===== config.mk =====
export PLATFORM = sky130hd
export DESIGN_NAME = dual_wiper_i2c_target
export DESIGN_NICKNAME = d
export VERILOG_FILES = /design/src/wiper_pkg.sv /design/src/dual_wiper_i2c_target.sv /design/src/pin_sync.sv
export SDC_FILE = /design/constraint.sdc
export NUM_CORES = 1
export LEC_CHECK = 0
export BUFFER_PORTS_ARGS = -buffer_cell sky130_fd_sc_hd__buf_2
export CAP_MARGIN = 10
export CORE_MARGIN = 4
export CORE_UTILIZATION = 51
export CTS_CLUSTER_DIAMETER = 200
export DETAILED_ROUTE_END_ITERATION = 12
export PLACE_DENSITY = 0.71
export SLEW_MARGIN = 20
export SYNTH_ARGS = -nofsm -noshare
export SYNTH_HDL_FRONTEND = slang
export SYNTH_SLANG_ARGS = --single-unit

===== constraint.sdc =====
create_clock -name clk -period 4.6 [get_ports clk]
set_clock_uncertainty 0.1 [all_clocks]
set_input_delay 0.92 -clock clk [delete_from_list [all_inputs] [get_ports clk]]
set_output_delay 0.92 -clock clk [all_outputs]
set_load 0.01 [all_outputs]

===== src/wiper_pkg.sv =====
// Constants shared by the dual wiper two-wire target
package wiper_pkg;
  localparam logic [6:0] DEV_ADDR_DEFAULT = 7'h2F;
  localparam logic [7:0] WIPER_MIDSCALE = 8'h80;
  localparam int INSTR_CHAN_BIT = 7;
  localparam int INSTR_SHDN_BIT = 6;
  localparam logic [3:0] BIT_LAST = 4'h7;
  localparam logic [3:0] BIT_ACK = 4'h8;
  localparam logic [3:0] BIT_ZERO = 4'h0;
  localparam int SYNC_STAGES = 2;
endpackage : wiper_pkg

===== src/dual_wiper_i2c_target.sv =====
// Two-wire serial target for a dual 256-step wiper
// Notes on behaviour
// RL1 - Controller opens each transfer with start
// RL2 - First byte: address plus direction bit
// RL3 - Matching address acknowledged on ninth pulse
// RL4 - Non-matching device stays released and idle
// RL5 - Direction one reads, zero writes
// RL6 - Instruction MSB picks channel one or two
// RL7 - Next bit is shutdown control
// RL8 - Shutdown keeps code; release reapplies it
// RL9 - Codes still accepted during shutdown
// RL10 - Low six instruction bits ignored
// RL11 - Data byte plus acknowledge, nine pulses
// RL12 - Data changes only while clock low
// RL13 - Read sends code right after address
// RL14 - Read returns last selected channel code
// RL15 - Instruction alone latches channel select
// RL16 - Controller closes transfer with stop
// RL17 - Write stop formed on tenth pulse
// RL18 - Read ends with not-acknowledge then stop
// RL19 - Each further write byte updates wiper
// RL20 - New instruction needs new transfer
// RL21 - Repeated reads resend the selected code
// RL22 - Both wipers preset to midscale
// RL23 - Address parameter, low bits from pins
// RL24 - Own wiper registers, shutdown, select flags
`timescale 1ns/100ps
module dual_wiper_i2c_target #(
  parameter logic [6:0] DEV_ADDR = wiper_pkg::DEV_ADDR_DEFAULT,
  parameter bit USE_ADDR_PINS = 1'b1
) (
  // Clock and reset
  input wire logic clk,
  input wire logic rst_n,
  // Serial bus pins
  input wire logic scl_in,
  input wire logic sda_in,
  output logic sda_out,
  output logic sda_oe_n,
  // Address pins
  input wire logic addr_pin_low,
  input wire logic addr_pin_high,
  // Ladder control
  output logic [7:0] wiper_register_1,
  output logic [7:0] wiper_register_2,
  output logic [7:0] ladder_code_1,
  output logic [7:0] ladder_code_2,
  output logic shutdown_bit,
  output logic channel_select_bit
);
  typedef enum logic [5:0] {
    ST_IDLE = 6'b000001,
    ST_ADDR = 6'b000010,
    ST_INSTR = 6'b000100,
    ST_WDATA = 6'b001000,
    ST_RDATA = 6'b010000,
    ST_IGNORE = 6'b100000
  } phase_t;

  typedef struct packed {
    phase_t phase;
    logic [3:0] bit_cnt;
    logic [7:0] shreg;
    logic [7:0] tx;
    logic ack_drv;
    logic tx_drv;
    logic in_ack;
    logic rd_nack;
    logic scl_d;
    logic sda_d;
    logic [7:0] wiper1;
    logic [7:0] wiper2;
    logic shdn;
    logic chsel;
    logic [1:0] pins;
    logic ack_due;
    logic wait_rise;
  } tgt_state_t;

  tgt_state_t st_r;
  tgt_state_t st_nxt;
  logic scl_s;
  logic sda_s;
  logic pin_lo_s;
  logic pin_hi_s;
  logic scl_rise;
  logic scl_fall;
  logic start_det;
  logic stop_det;
  logic [6:0] own_addr;
  logic [7:0] byte_in;
  logic [7:0] sel_code;

  // Bus pins and straps are asynchronous to clk
  pin_sync #(.RESET_VAL(1'b1)) u_sync_scl (.clk(clk), .rst_n(rst_n), .pin_in(scl_in), .pin_out(scl_s));
  pin_sync #(.RESET_VAL(1'b1)) u_sync_sda (.clk(clk), .rst_n(rst_n), .pin_in(sda_in), .pin_out(sda_s));
  pin_sync #(.RESET_VAL(1'b0)) u_sync_lo (.clk(clk), .rst_n(rst_n), .pin_in(addr_pin_low), .pin_out(pin_lo_s));
  pin_sync #(.RESET_VAL(1'b0)) u_sync_hi (.clk(clk), .rst_n(rst_n), .pin_in(addr_pin_high), .pin_out(pin_hi_s));

  assign scl_rise = scl_s && !st_r.scl_d;
  assign scl_fall = !scl_s && st_r.scl_d;
  // Data edges while clock high mark frame bounds
  assign start_det = st_r.scl_d && scl_s && st_r.sda_d && !sda_s; // see RL1
  assign stop_det = st_r.scl_d && scl_s && !st_r.sda_d && sda_s; // see RL16

  // Straps re-read only while the bus is idle
  assign own_addr = USE_ADDR_PINS ? {DEV_ADDR[6:2], st_r.pins} : DEV_ADDR; // see RL23
  assign byte_in = {st_r.shreg[6:0], sda_s};
  assign sel_code = st_r.chsel ? st_r.wiper2 : st_r.wiper1; // see RL14

  always_comb begin
    st_nxt = st_r;
    st_nxt.scl_d = scl_s;
    st_nxt.sda_d = sda_s;
    // Frozen during a transfer so the match cannot flip
    if (st_r.phase == ST_IDLE) begin
      st_nxt.pins = {pin_hi_s, pin_lo_s};
    end
    if (start_det) begin
      // Repeated start also restarts address phase
      st_nxt.phase = ST_ADDR;
      st_nxt.bit_cnt = wiper_pkg::BIT_ZERO;
      st_nxt.in_ack = 1'b0;
      st_nxt.ack_drv = 1'b0;
      st_nxt.tx_drv = 1'b0;
      st_nxt.ack_due = 1'b0;
      // The clock fall that closes the start is not a bit
      st_nxt.wait_rise = 1'b1;
    end else if (stop_det) begin
      st_nxt.phase = ST_IDLE;
      st_nxt.ack_due = 1'b0;
      st_nxt.ack_drv = 1'b0;
      st_nxt.tx_drv = 1'b0;
      st_nxt.in_ack = 1'b0;
    end else if (st_r.phase != ST_IDLE && st_r.phase != ST_IGNORE) begin
      if (scl_rise) begin
        // Sample on rising clock edge only
        st_nxt.wait_rise = 1'b0;
        if (st_r.in_ack) begin
          if (st_r.phase == ST_RDATA) begin
            st_nxt.rd_nack = sda_s; // see RL18
          end
        end else begin
          st_nxt.shreg = byte_in;
          if (st_r.bit_cnt == wiper_pkg::BIT_LAST) begin
            case (st_r.phase)
              ST_ADDR: begin
                if (byte_in[7:1] == own_addr) begin // see RL2
                  st_nxt.ack_due = 1'b1; // see RL3
                  st_nxt.phase = byte_in[0] ? ST_RDATA : ST_INSTR; // see RL5
                  st_nxt.tx = sel_code; // see RL13
                end else begin
                  st_nxt.phase = ST_IGNORE; // see RL4
                end
              end
              ST_INSTR: begin
                st_nxt.chsel = byte_in[wiper_pkg::INSTR_CHAN_BIT]; // see RL6, RL15
                st_nxt.shdn = byte_in[wiper_pkg::INSTR_SHDN_BIT]; // see RL7, RL10
                st_nxt.ack_due = 1'b1;
                st_nxt.phase = ST_WDATA;
              end
              ST_WDATA: begin
                // Stored even in shutdown; ladder follows on release
                if (st_r.chsel) begin // see RL9, RL19
                  st_nxt.wiper2 = byte_in;
                end else begin
                  st_nxt.wiper1 = byte_in;
                end
                st_nxt.ack_due = 1'b1; // see RL11
              end
              default: begin
              end
            endcase
          end
        end
      end else if (scl_fall && !st_r.wait_rise) begin
        // Drive changes only after falling clock edge
        if (st_r.in_ack) begin // see RL12
          st_nxt.in_ack = 1'b0;
          st_nxt.ack_drv = 1'b0;
          st_nxt.bit_cnt = wiper_pkg::BIT_ZERO;
          if (st_r.phase == ST_RDATA) begin
            if (st_r.rd_nack) begin
              st_nxt.phase = ST_IGNORE; // see RL18
              st_nxt.tx_drv = 1'b0;
            end else begin
              st_nxt.tx = sel_code; // see RL21
              st_nxt.tx_drv = 1'b1;
            end
          end
        end else if (st_r.bit_cnt == wiper_pkg::BIT_LAST) begin
          st_nxt.in_ack = 1'b1;
          st_nxt.bit_cnt = wiper_pkg::BIT_ACK;
          // Pulling low while the clock is high would look like a start
          st_nxt.ack_drv = st_r.ack_due; // see RL3, RL12
          st_nxt.ack_due = 1'b0;
          if (st_r.phase == ST_RDATA && st_r.tx_drv) begin
            st_nxt.tx_drv = 1'b0;
          end else if (st_r.phase == ST_RDATA) begin
            // Address byte just received: acknowledge slot comes before first data bit
            st_nxt.in_ack = 1'b1;
          end
        end else begin
          st_nxt.bit_cnt = st_r.bit_cnt + 4'h1;
          if (st_r.tx_drv) begin
            st_nxt.tx = {st_r.tx[6:0], 1'b0};
          end
        end
      end
    end
  end

  always_ff @(posedge clk or negedge rst_n) begin
    if (!rst_n) begin
      st_r <= '0;
      st_r.phase <= ST_IDLE;
      st_r.scl_d <= 1'b1;
      st_r.sda_d <= 1'b1;
      st_r.wiper1 <= wiper_pkg::WIPER_MIDSCALE; // see RL22
      st_r.wiper2 <= wiper_pkg::WIPER_MIDSCALE; // see RL22
    end else begin
      st_r <= st_nxt; // see RL24
    end
  end

  // Open-drain: only ever pull low
  assign sda_out = 1'b0;
  assign sda_oe_n = !(st_r.ack_drv || (st_r.tx_drv && !st_r.tx[7]));
  assign wiper_register_1 = st_r.wiper1;
  assign wiper_register_2 = st_r.wiper2;
  // Shutdown shorts wiper to B; stored codes untouched
  assign ladder_code_1 = st_r.shdn ? 8'h00 : st_r.wiper1; // see RL8
  assign ladder_code_2 = st_r.shdn ? 8'h00 : st_r.wiper2; // see RL8
  assign shutdown_bit = st_r.shdn;
  assign channel_select_bit = st_r.chsel;

  // Byte and acknowledge boundaries used by the checks
  logic chk_byte_end;
  logic chk_ack_end;
  assign chk_byte_end = scl_rise && !st_r.in_ack && st_r.bit_cnt == wiper_pkg::BIT_LAST && !start_det && !stop_det;
  assign chk_ack_end = scl_fall && !st_r.wait_rise && st_r.in_ack && !start_det && !stop_det;

  // Address phase
  AST_ACK_AFTER_MATCH: assert property (@(posedge clk) disable iff (!rst_n) // see RL3
    st_r.phase == ST_ADDR && chk_byte_end && byte_in[7:1] == own_addr
    |=> st_r.ack_due)
    else $error("address match not acknowledged");
  AST_MISMATCH_IGNORED: assert property (@(posedge clk) disable iff (!rst_n) // see RL4
    st_r.phase == ST_ADDR && chk_byte_end && byte_in[7:1] != own_addr
    |=> st_r.phase == ST_IGNORE && !st_r.ack_due)
    else $error("foreign address not ignored");
  AST_WRITE_GOES_INSTR: assert property (@(posedge clk) disable iff (!rst_n) // see RL5
    st_r.phase == ST_ADDR && chk_byte_end && byte_in[7:1] == own_addr && !byte_in[0]
    |=> st_r.phase == ST_INSTR)
    else $error("write address did not lead to instruction");
  AST_READ_LOADS: assert property (@(posedge clk) disable iff (!rst_n) // see RL13
    st_r.phase == ST_ADDR && chk_byte_end && byte_in[7:1] == own_addr && byte_in[0]
    |=> st_r.phase == ST_RDATA && st_r.tx == $past(sel_code))
    else $error("read code not loaded at address");
  AST_START_RESTARTS: assert property (@(posedge clk) disable iff (!rst_n) // see RL1
    start_det
    |=> st_r.phase == ST_ADDR && st_r.bit_cnt == wiper_pkg::BIT_ZERO && !st_r.ack_drv && !st_r.tx_drv)
    else $error("start did not restart address phase");

  // Line driving and bit counter range
  AST_IGNORE_RELEASED: assert property (@(posedge clk) disable iff (!rst_n) // see RL4
    st_r.phase == ST_IGNORE
    |-> sda_oe_n)
    else $error("sda driven while ignoring");
  AST_IDLE_RELEASED: assert property (@(posedge clk) disable iff (!rst_n) // see RL4
    st_r.phase == ST_IDLE
    |-> sda_oe_n)
    else $error("sda driven while idle");
  AST_NO_CHANGE_CLK_HIGH: assert property (@(posedge clk) disable iff (!rst_n) // see RL12
    (st_r.scl_d && scl_s && !$past(scl_fall))
    |=> $stable(sda_oe_n) || st_r.phase == ST_IDLE
      || $past(start_det) || $past(stop_det))
    else $error("sda changed while clock high");
  AST_SDA_MOVES_ON_LOW: assert property (@(posedge clk) disable iff (!rst_n) // see RL12
    $changed(sda_oe_n)
    |-> $past(scl_fall) || $past(start_det) || $past(stop_det))
    else $error("sda moved without a clock fall");
  AST_ACK_ON_CLK_LOW: assert property (@(posedge clk) disable iff (!rst_n) // see RL3
    $rose(st_r.ack_drv)
    |-> $past(scl_fall))
    else $error("acknowledge raised outside clock low");
  AST_BIT_CNT_RANGE: assert property (@(posedge clk) disable iff (!rst_n) // see RL11
    st_r.phase != ST_IDLE
    |-> st_r.bit_cnt <= wiper_pkg::BIT_ACK)
    else $error("bit counter past acknowledge slot");

  // Instruction and data
  AST_INSTR_LATCH: assert property (@(posedge clk) disable iff (!rst_n) // see RL6
    st_r.phase == ST_INSTR && chk_byte_end
    |=> st_r.chsel == $past(byte_in[wiper_pkg::INSTR_CHAN_BIT]) && st_r.phase == ST_WDATA && st_r.ack_due)
    else $error("channel select not latched");
  AST_SHDN_LATCH: assert property (@(posedge clk) disable iff (!rst_n) // see RL7
    st_r.phase == ST_INSTR && chk_byte_end
    |=> st_r.shdn == $past(byte_in[wiper_pkg::INSTR_SHDN_BIT]))
    else $error("shutdown bit not latched");
  AST_WRITE_CH1: assert property (@(posedge clk) disable iff (!rst_n) // see RL19
    st_r.phase == ST_WDATA && chk_byte_end && !st_r.chsel
    |=> st_r.wiper1 == $past(byte_in) && $stable(st_r.wiper2) && st_r.ack_due)
    else $error("first channel code not stored");
  AST_WRITE_CH2: assert property (@(posedge clk) disable iff (!rst_n) // see RL9
    st_r.phase == ST_WDATA && chk_byte_end && st_r.chsel
    |=> st_r.wiper2 == $past(byte_in) && $stable(st_r.wiper1) && st_r.ack_due)
    else $error("second channel code not stored");
  AST_WIPER_ONLY_WDATA: assert property (@(posedge clk) disable iff (!rst_n) // see RL24
    st_r.phase != ST_WDATA
    |=> $stable(st_r.wiper1) && $stable(st_r.wiper2))
    else $error("wiper written outside data phase");

  // Shutdown and ladder
  AST_SHDN_KEEPS: assert property (@(posedge clk) disable iff (!rst_n) // see RL8
    $rose(st_r.shdn)
    |-> $stable(st_r.wiper1) && $stable(st_r.wiper2))
    else $error("shutdown changed stored code");
  AST_LADDER_FOLLOWS: assert property (@(posedge clk) disable iff (!rst_n) // see RL8
    !st_r.shdn
    |-> ladder_code_1 == st_r.wiper1 && ladder_code_2 == st_r.wiper2)
    else $error("ladder not showing stored code");
  AST_LADDER_SHDN: assert property (@(posedge clk) disable iff (!rst_n) // see RL7
    st_r.shdn
    |-> ladder_code_1 == 8'h00 && ladder_code_2 == 8'h00)
    else $error("ladder not at terminal B in shutdown");

  // Read and end of transfer
  AST_READ_REPEAT: assert property (@(posedge clk) disable iff (!rst_n) // see RL21
    st_r.phase == ST_RDATA && chk_ack_end && !st_r.rd_nack
    |=> st_r.tx_drv && st_r.tx == $past(sel_code))
    else $error("read code not resent after acknowledge");
  AST_NACK_ENDS: assert property (@(posedge clk) disable iff (!rst_n) // see RL18
    st_r.phase == ST_RDATA && chk_ack_end && st_r.rd_nack
    |=> st_r.phase == ST_IGNORE && !st_r.tx_drv)
    else $error("not-acknowledge did not end read");
  AST_STOP_IDLES: assert property (@(posedge clk) disable iff (!rst_n) // see RL16
    stop_det && !start_det
    |=> st_r.phase == ST_IDLE ##1 sda_oe_n)
    else $error("stop did not end transfer");

  COV_WRITE: cover property (@(posedge clk) disable iff (!rst_n)
    st_r.phase == ST_WDATA && $changed(st_r.wiper2));
  COV_READ: cover property (@(posedge clk) disable iff (!rst_n)
    st_r.phase == ST_RDATA && $rose(st_r.tx_drv));
  COV_SHDN: cover property (@(posedge clk) disable iff (!rst_n) $fell(st_r.shdn));
  COV_NACK: cover property (@(posedge clk) disable iff (!rst_n)
    st_r.phase == ST_RDATA && chk_ack_end && st_r.rd_nack);
  COV_MISMATCH: cover property (@(posedge clk) disable iff (!rst_n)
    st_r.phase == ST_ADDR && chk_byte_end && byte_in[7:1] != own_addr);
endmodule : dual_wiper_i2c_target


===== src/pin_sync.sv =====
// Two-stage synchroniser for one pin
`timescale 1ns/100ps
module pin_sync #(
  parameter logic RESET_VAL = 1'b1
) (
  // Clock and reset
  input wire logic clk,
  input wire logic rst_n,
  // Pin and synchronised level
  input wire logic pin_in,
  output logic pin_out
);
  typedef struct packed {
    logic s1;
    logic s2;
  } sync_state_t;

  sync_state_t st_r;
  sync_state_t st_nxt;

  always_comb begin
    st_nxt.s1 = pin_in;
    st_nxt.s2 = st_r.s1;
  end

  always_ff @(posedge clk or negedge rst_n) begin
    if (!rst_n) begin
      st_r <= {RESET_VAL, RESET_VAL};
    end else begin
      st_r <= st_nxt;
    end
  end

  assign pin_out = st_r.s2;
endmodule : pin_sync


After elaboration in Yosys (flattened, before gate mapping)
Cells that the tools add are included.
{"block": "totals", "out_inout_bits": 36, "reg_bits": 62}
{"block": "op_classes", "bitwise_logic": 4, "reduce_logical": 47, "add_sub_neg": 1, "n_mux": 55, "n_eq_ne": 26}
{"op": "$mux W8", "n": 12}
{"op": "$mux W6", "n": 8}
{"op": "$reduce_and A8 Y1", "n": 4}
{"op": "$mux W30", "n": 1}
{"op": "$reduce_bool A4 Y1", "n": 6}
{"op": "$mux W11", "n": 2}
{"op": "$mux W10", "n": 2}
{"op": "$mux W20", "n": 1}
{"op": "$mux W1", "n": 16}
{"op": "$mux W16", "n": 1}
{"op": "$mux W3", "n": 4}
{"op": "$mux W4", "n": 3}
{"op": "$pmux W6 S2", "n": 1}
{"op": "$reduce_and A12 Y1", "n": 1}
{"op": "$reduce_and A6 Y1", "n": 2}
{"op": "$logic_and A1 B1 Y1", "n": 11}
{"op": "$ne A3 B3 Y1 const B", "n": 3}
{"op": "$reduce_bool A3 Y1", "n": 3}
{"op": "$ne A2 B1 Y1 const B", "n": 4}
{"op": "$ne A4 B1 Y1 const B", "n": 2}
{"op": "$ne A4 B4 Y1 const B", "n": 2}
{"op": "$reduce_and A4 Y1", "n": 2}
{"op": "$reduce_bool A2 Y1", "n": 4}
{"op": "$eq A7 B6 Y1", "n": 1}
{"op": "other kinds (25)", "n": 37}

Logic depth before layout (Yosys ltp)
{"block": "depth", "depth_word": 10, "ltp_mapped": 6, "mapped_depth_nobuf": 6}

By module
A second synthesis with hierarchy kept.
{"block": "unflattened", "hier_cells": 287, "hier_area_um2": 3170.5}
{"module": "dual_wiper_i2c_target", "cells_each": 279, "seq_area_each_um2": 1332.5, "n_inst": 1, "area_per_inst_um2": 2965.3}
{"module": "pin_sync at u_sync_scl ...", "cells_each": 2, "seq_area_each_um2": 52.6, "n_inst": 2, "area_per_inst_um2": 52.6}
{"module": "pin_sync at u_sync_hi ...", "cells_each": 2, "seq_area_each_um2": 50.0, "n_inst": 2, "area_per_inst_um2": 50.0}

Worst setup path after synthesis
Ideal clock, no wire load.
{"block": "synth_path", "path_type": "register to register", "start": "reg st_r[44] in the netlist's numbering", "end": "reg st_r, in the netlist wiper_register_1[0]", "t_arrival_ns": 1.872, "path_buffers": 0, "path_stages_with_launch": 6, "required_ns": 4.375, "slack_ns": 2.503, "cell_sequence": "dfrtp_1 ha_1 nand3b_1 or2_2 nor4_4 mux2_2"}
{"block": "synth_between", "elab_chain_cells": 2}
{"element": "from (decl)", "line_no": "dual_wiper_i2c_target.sv:80", "text": "tgt_state_t st_r;"}
{"element": "from (signal assigned)", "line_no": "dual_wiper_i2c_target.sv:222", "text": "st_r <= st_nxt;"}
{"element": "$eq A4 B3 Y1"}
{"element": "$reduce_and A8 Y1 (no source line)"}
No other way between the ends.
A chain may end at the register's enable or synchronous reset.

Final worst setup path
{"block": "layout_path", "start": "reg st_r, in the netlist shutdown_bit", "end": "out ladder_code_1[0]"}
{"block": "layout_between", "elab_chain_cells": 1}
{"element": "$mux W8", "line_no": "dual_wiper_i2c_target.sv:232", "text": "assign ladder_code_1 = st_r.shdn ? 8'h00 : st_r.wiper1;"}
{"element": "to (decl)", "line_no": "dual_wiper_i2c_target.sv:46", "text": "output logic [7:0] ladder_code_1,"}
No other way between the ends.

==> flow_summary.toml <==
[floorplanning]
io_pins = 42
rows = 28
coreArea_mm2 = 0.00596
start_util_pct = 52.6
die-area_mm2 = 0.00746
dieHeight_um = 86.4
die_w_um = 86.4

[synth]
synthSimpleGateAreaFrac_pct = 15.4
ys_types = 54
synth_area_mm2 = 0.00313
synth.largest_area_cell = "dfrtp_1"
ys_seq_elements = 61
synth_mux_area_share_pct = 17.2
synth_compound_area_share_pct = 10.2
synth_area_leaders = "dfrtp_1, mux2_2, dfstp_2"
synthesis.nets = 285
synthXorXnorAreaFrac_pct = 1.68
synth_ff_type = "dfrtp_1"
synth-async-reset-ratio_pct = 100
yosysWarningCount = 0
synth_top_family_by_area = "multiplexers"
syn_avg_cell_area_um2 = 11.3
synth_edf_count = 0
synth_adder_area_share_pct = 0.399
ys_seq_area_share_pct = 49.1
synth_top_area_share_pct = 41.5
syn_inst = 278

[detailed_routing]
first_pass_iters = 4
drc = 0
via_count = 2117
drt_iter0_markers = 118
drt.antenna.violating_nets = 0
viasPerCell = 5.53
wl_per_cell_um = 15.6
wl_um = 5960

[run]
drv_cap = 0

[sta]
clock.fmax_mhz = 425
setup_viol = 0
maxSlewViolCount = 0
hold_viol = 0
layout_worst_path_cycle_share_pct = 51.1
holdWs_ns = 0.250
worstMarginPinSlew_ns = 0.721
fin_crit_ns = 2.35
rsz0062_at_grt = "false"
slew_headroom_pct = 51.9
finalSetupTns_ns = 0

[worst_hold_path]
hp-start = "u_sync_lo.st_nxt[0]$_DFF_PN0_"
hold_path_class = "reg -> reg"

[critical_path]
regToRegStartpoint = "st_r[44]$_DFFE_PN0P_"
slowest_stage = "dfrtp_1"
critPathKind = "reg -> out"
cpPeakStageDelay_ns = 0.70
critPathRequiredTime_ns = 3.58
cp-startpoint = "shutdown_bit$_DFFE_PN0P_"
path_max_fanout = 18
start_kind = "flip-flop"
path_cells = "nor2b_1, buf_2"
arrival_ns = 1.33
endpoint_kind = "output port"

[cts]
cts.hold.buffers_added = 0
clk_pin_slew_ns = 0.07
cts_made_buffers = 9
cts_max_level = 3
clk-insertion-delay-late_ns = 0.35
cts_tree = "yes"
post_cts_buffers = 0
cts.sinks = 61
clock_tree.root_cell = "clkbuf_8"
cts_resized = 0
clock_path_buffers = 2

[pwr]
max-vdd-ir-drop_v = 0.000290
p_leak_uw = 0.00162
power_density_mw_per_mm2 = 395

[layout]
n_antenna_cell = 0
area_delta_synth_final_pct = 9.62
fin_nets = 310
layout-drive-gt1-share_pct = 37.0

[place]
port_buffers = 40
gp_congestion = 0.830
dpl.hpwl_um = 4180

[global_route]
grt_usage_pct = 17.8
grt_start_max_net_pins = 39
antenna_found_initial = 0
gr-total-overflow = 0
grt_pass1_wl_um = 10200
grt_pass1_vias = 2005

[run_status]
status = "complete, no violations"
path summary, 6_finish.rpt:
kind / endpoint / slack [ns] / depth (start not counted)
setup / recovery: ladder_code_1[0] / 2.25 / 2
hold / removal: u_sync_lo.pin_out$_DFF_PN0_ / 0.25 / 0
setup reg to reg: wiper_register_1[2]$_DFFE_PN0P_ / 2.27 / 5
hold reg to reg: u_sync_lo.pin_out$_DFF_PN0_ / 0.25 / 0
max in group asynchronous: u_sync_sda.st_nxt[0]$_DFF_PN1_ / 3.06 / 2
min in group asynchronous: st_r[46]$_DFFE_PN0P_ / 0.46 / 1
cell usage after synthesis, drive strengths merged (2+ instances only):
master and n:
nand2b 6, dfstp 9, dfrtp 52, or4 2, mux2i 9, nor3b 2, xnor2 3, nand4 2
nand2 13, nor4 3, mux2 40, inv 3, buf 21, o22ai 9, clkbuf 6, nand4b 2
xor2 3, nand3b 2, a21o 4, nor2 21, nor2b 17, or2 2, o21ai 10, a31oi 3
a21oi 13, nor3 4
critical path: cells and delay by family (launching register included):
kind                   cells  cell delay, ns
buffers and inverters      1            0.17
flip-flops                 1            0.70
AND/OR/NAND/NOR            1            0.12
routing by layer:
metal  track usage, %  wire, um  vias to the layer above
met4             5.95        77                        0
met3             6.75       291                        6
met2             24.7      2660                       52
met1             25.7      2930                     1033
met5                0         0                        -
li1                 -         -                     1026
stage by stage:
stage | cell area [um^2] | util (%) | total power [uW] | instances | setup slack, ns
after floorplan | 3130 | - | 887 | 278 | 2.50
after global placement | 3260 | 54.7 | 941 | 367 | 2.31
after detailed placement | 3260 | 54.7 | 952 | 367 | 2.24
after CTS | 3440 | 57.7 | 1370 | 383 | 2.22
after global routing | 3440 | 57.7 | 1440 | 383 | 2.10
final | 3440 | 57.7 | 1360 | 383 | 2.25
cells by family after synthesis:
logic type,Yosys count
other,1
and+or+nand+nor,82
buffers and inverters,30
AOI/OAI and AO/OA,48
DFF,61
adders and majority gates,1
muxes,49
xor gates and xnor gates,6
where the power goes:
part / leakage [uW] / internal (uW) / switching [uW]
clock network: 0.0000856 / 196 / 216
registers: 0.000783 / 616 / 91.7
logic: 0.000753 / 119 / 116
total: 0.00162 / 932 / 424
registers in the layout, summed over array words and instances, names as in the netlist:
name and cells:
u_sync_scl.pin_out 1, shutdown_bit 1, channel_select_bit 1, own_addr 2, u_sync_lo.st_nxt 1, wiper_register_2 8
u_sync_sda.st_nxt 1, u_sync_lo.pin_out 1, u_sync_scl.st_nxt 1, st_r 26, u_sync_hi.st_nxt 1, wiper_register_1 8
u_sync_hi.pin_out 1, u_sync_sda.pin_out 1, byte_in 7
cell type report:
class / instances / area [um^2]
Sequential cell: 61 / 1540
Clock inverter: 7 / 51.3
Fill cell: 534 / 2520
Clock buffer: 9 / 124
Inverter: 3 / 11.3
Tap cell: 75 / 93.8
Timing Repair Buffer: 41 / 208
Multi-Input combinational cell: 187 / 1410
placed cells by master, fill, tap and decap left out, drive strengths merged, types with 4 or more instances in the layout:
cell type  netlist  final
dfrtp           52     52
buf             21     41
mux2            40     40
nor2            21     21
nor2b           17     17
a21oi           13     13
nand2           13     13
o21ai           10     10
mux2i            9      9
clkbuf           6      9
dfstp            9      9
o22ai            9      9
nand2b           6      6
nor3             4      4
a21o             4      4
inv              3      4
clkinv           0      4
Power figures use the tool's default switching activity.
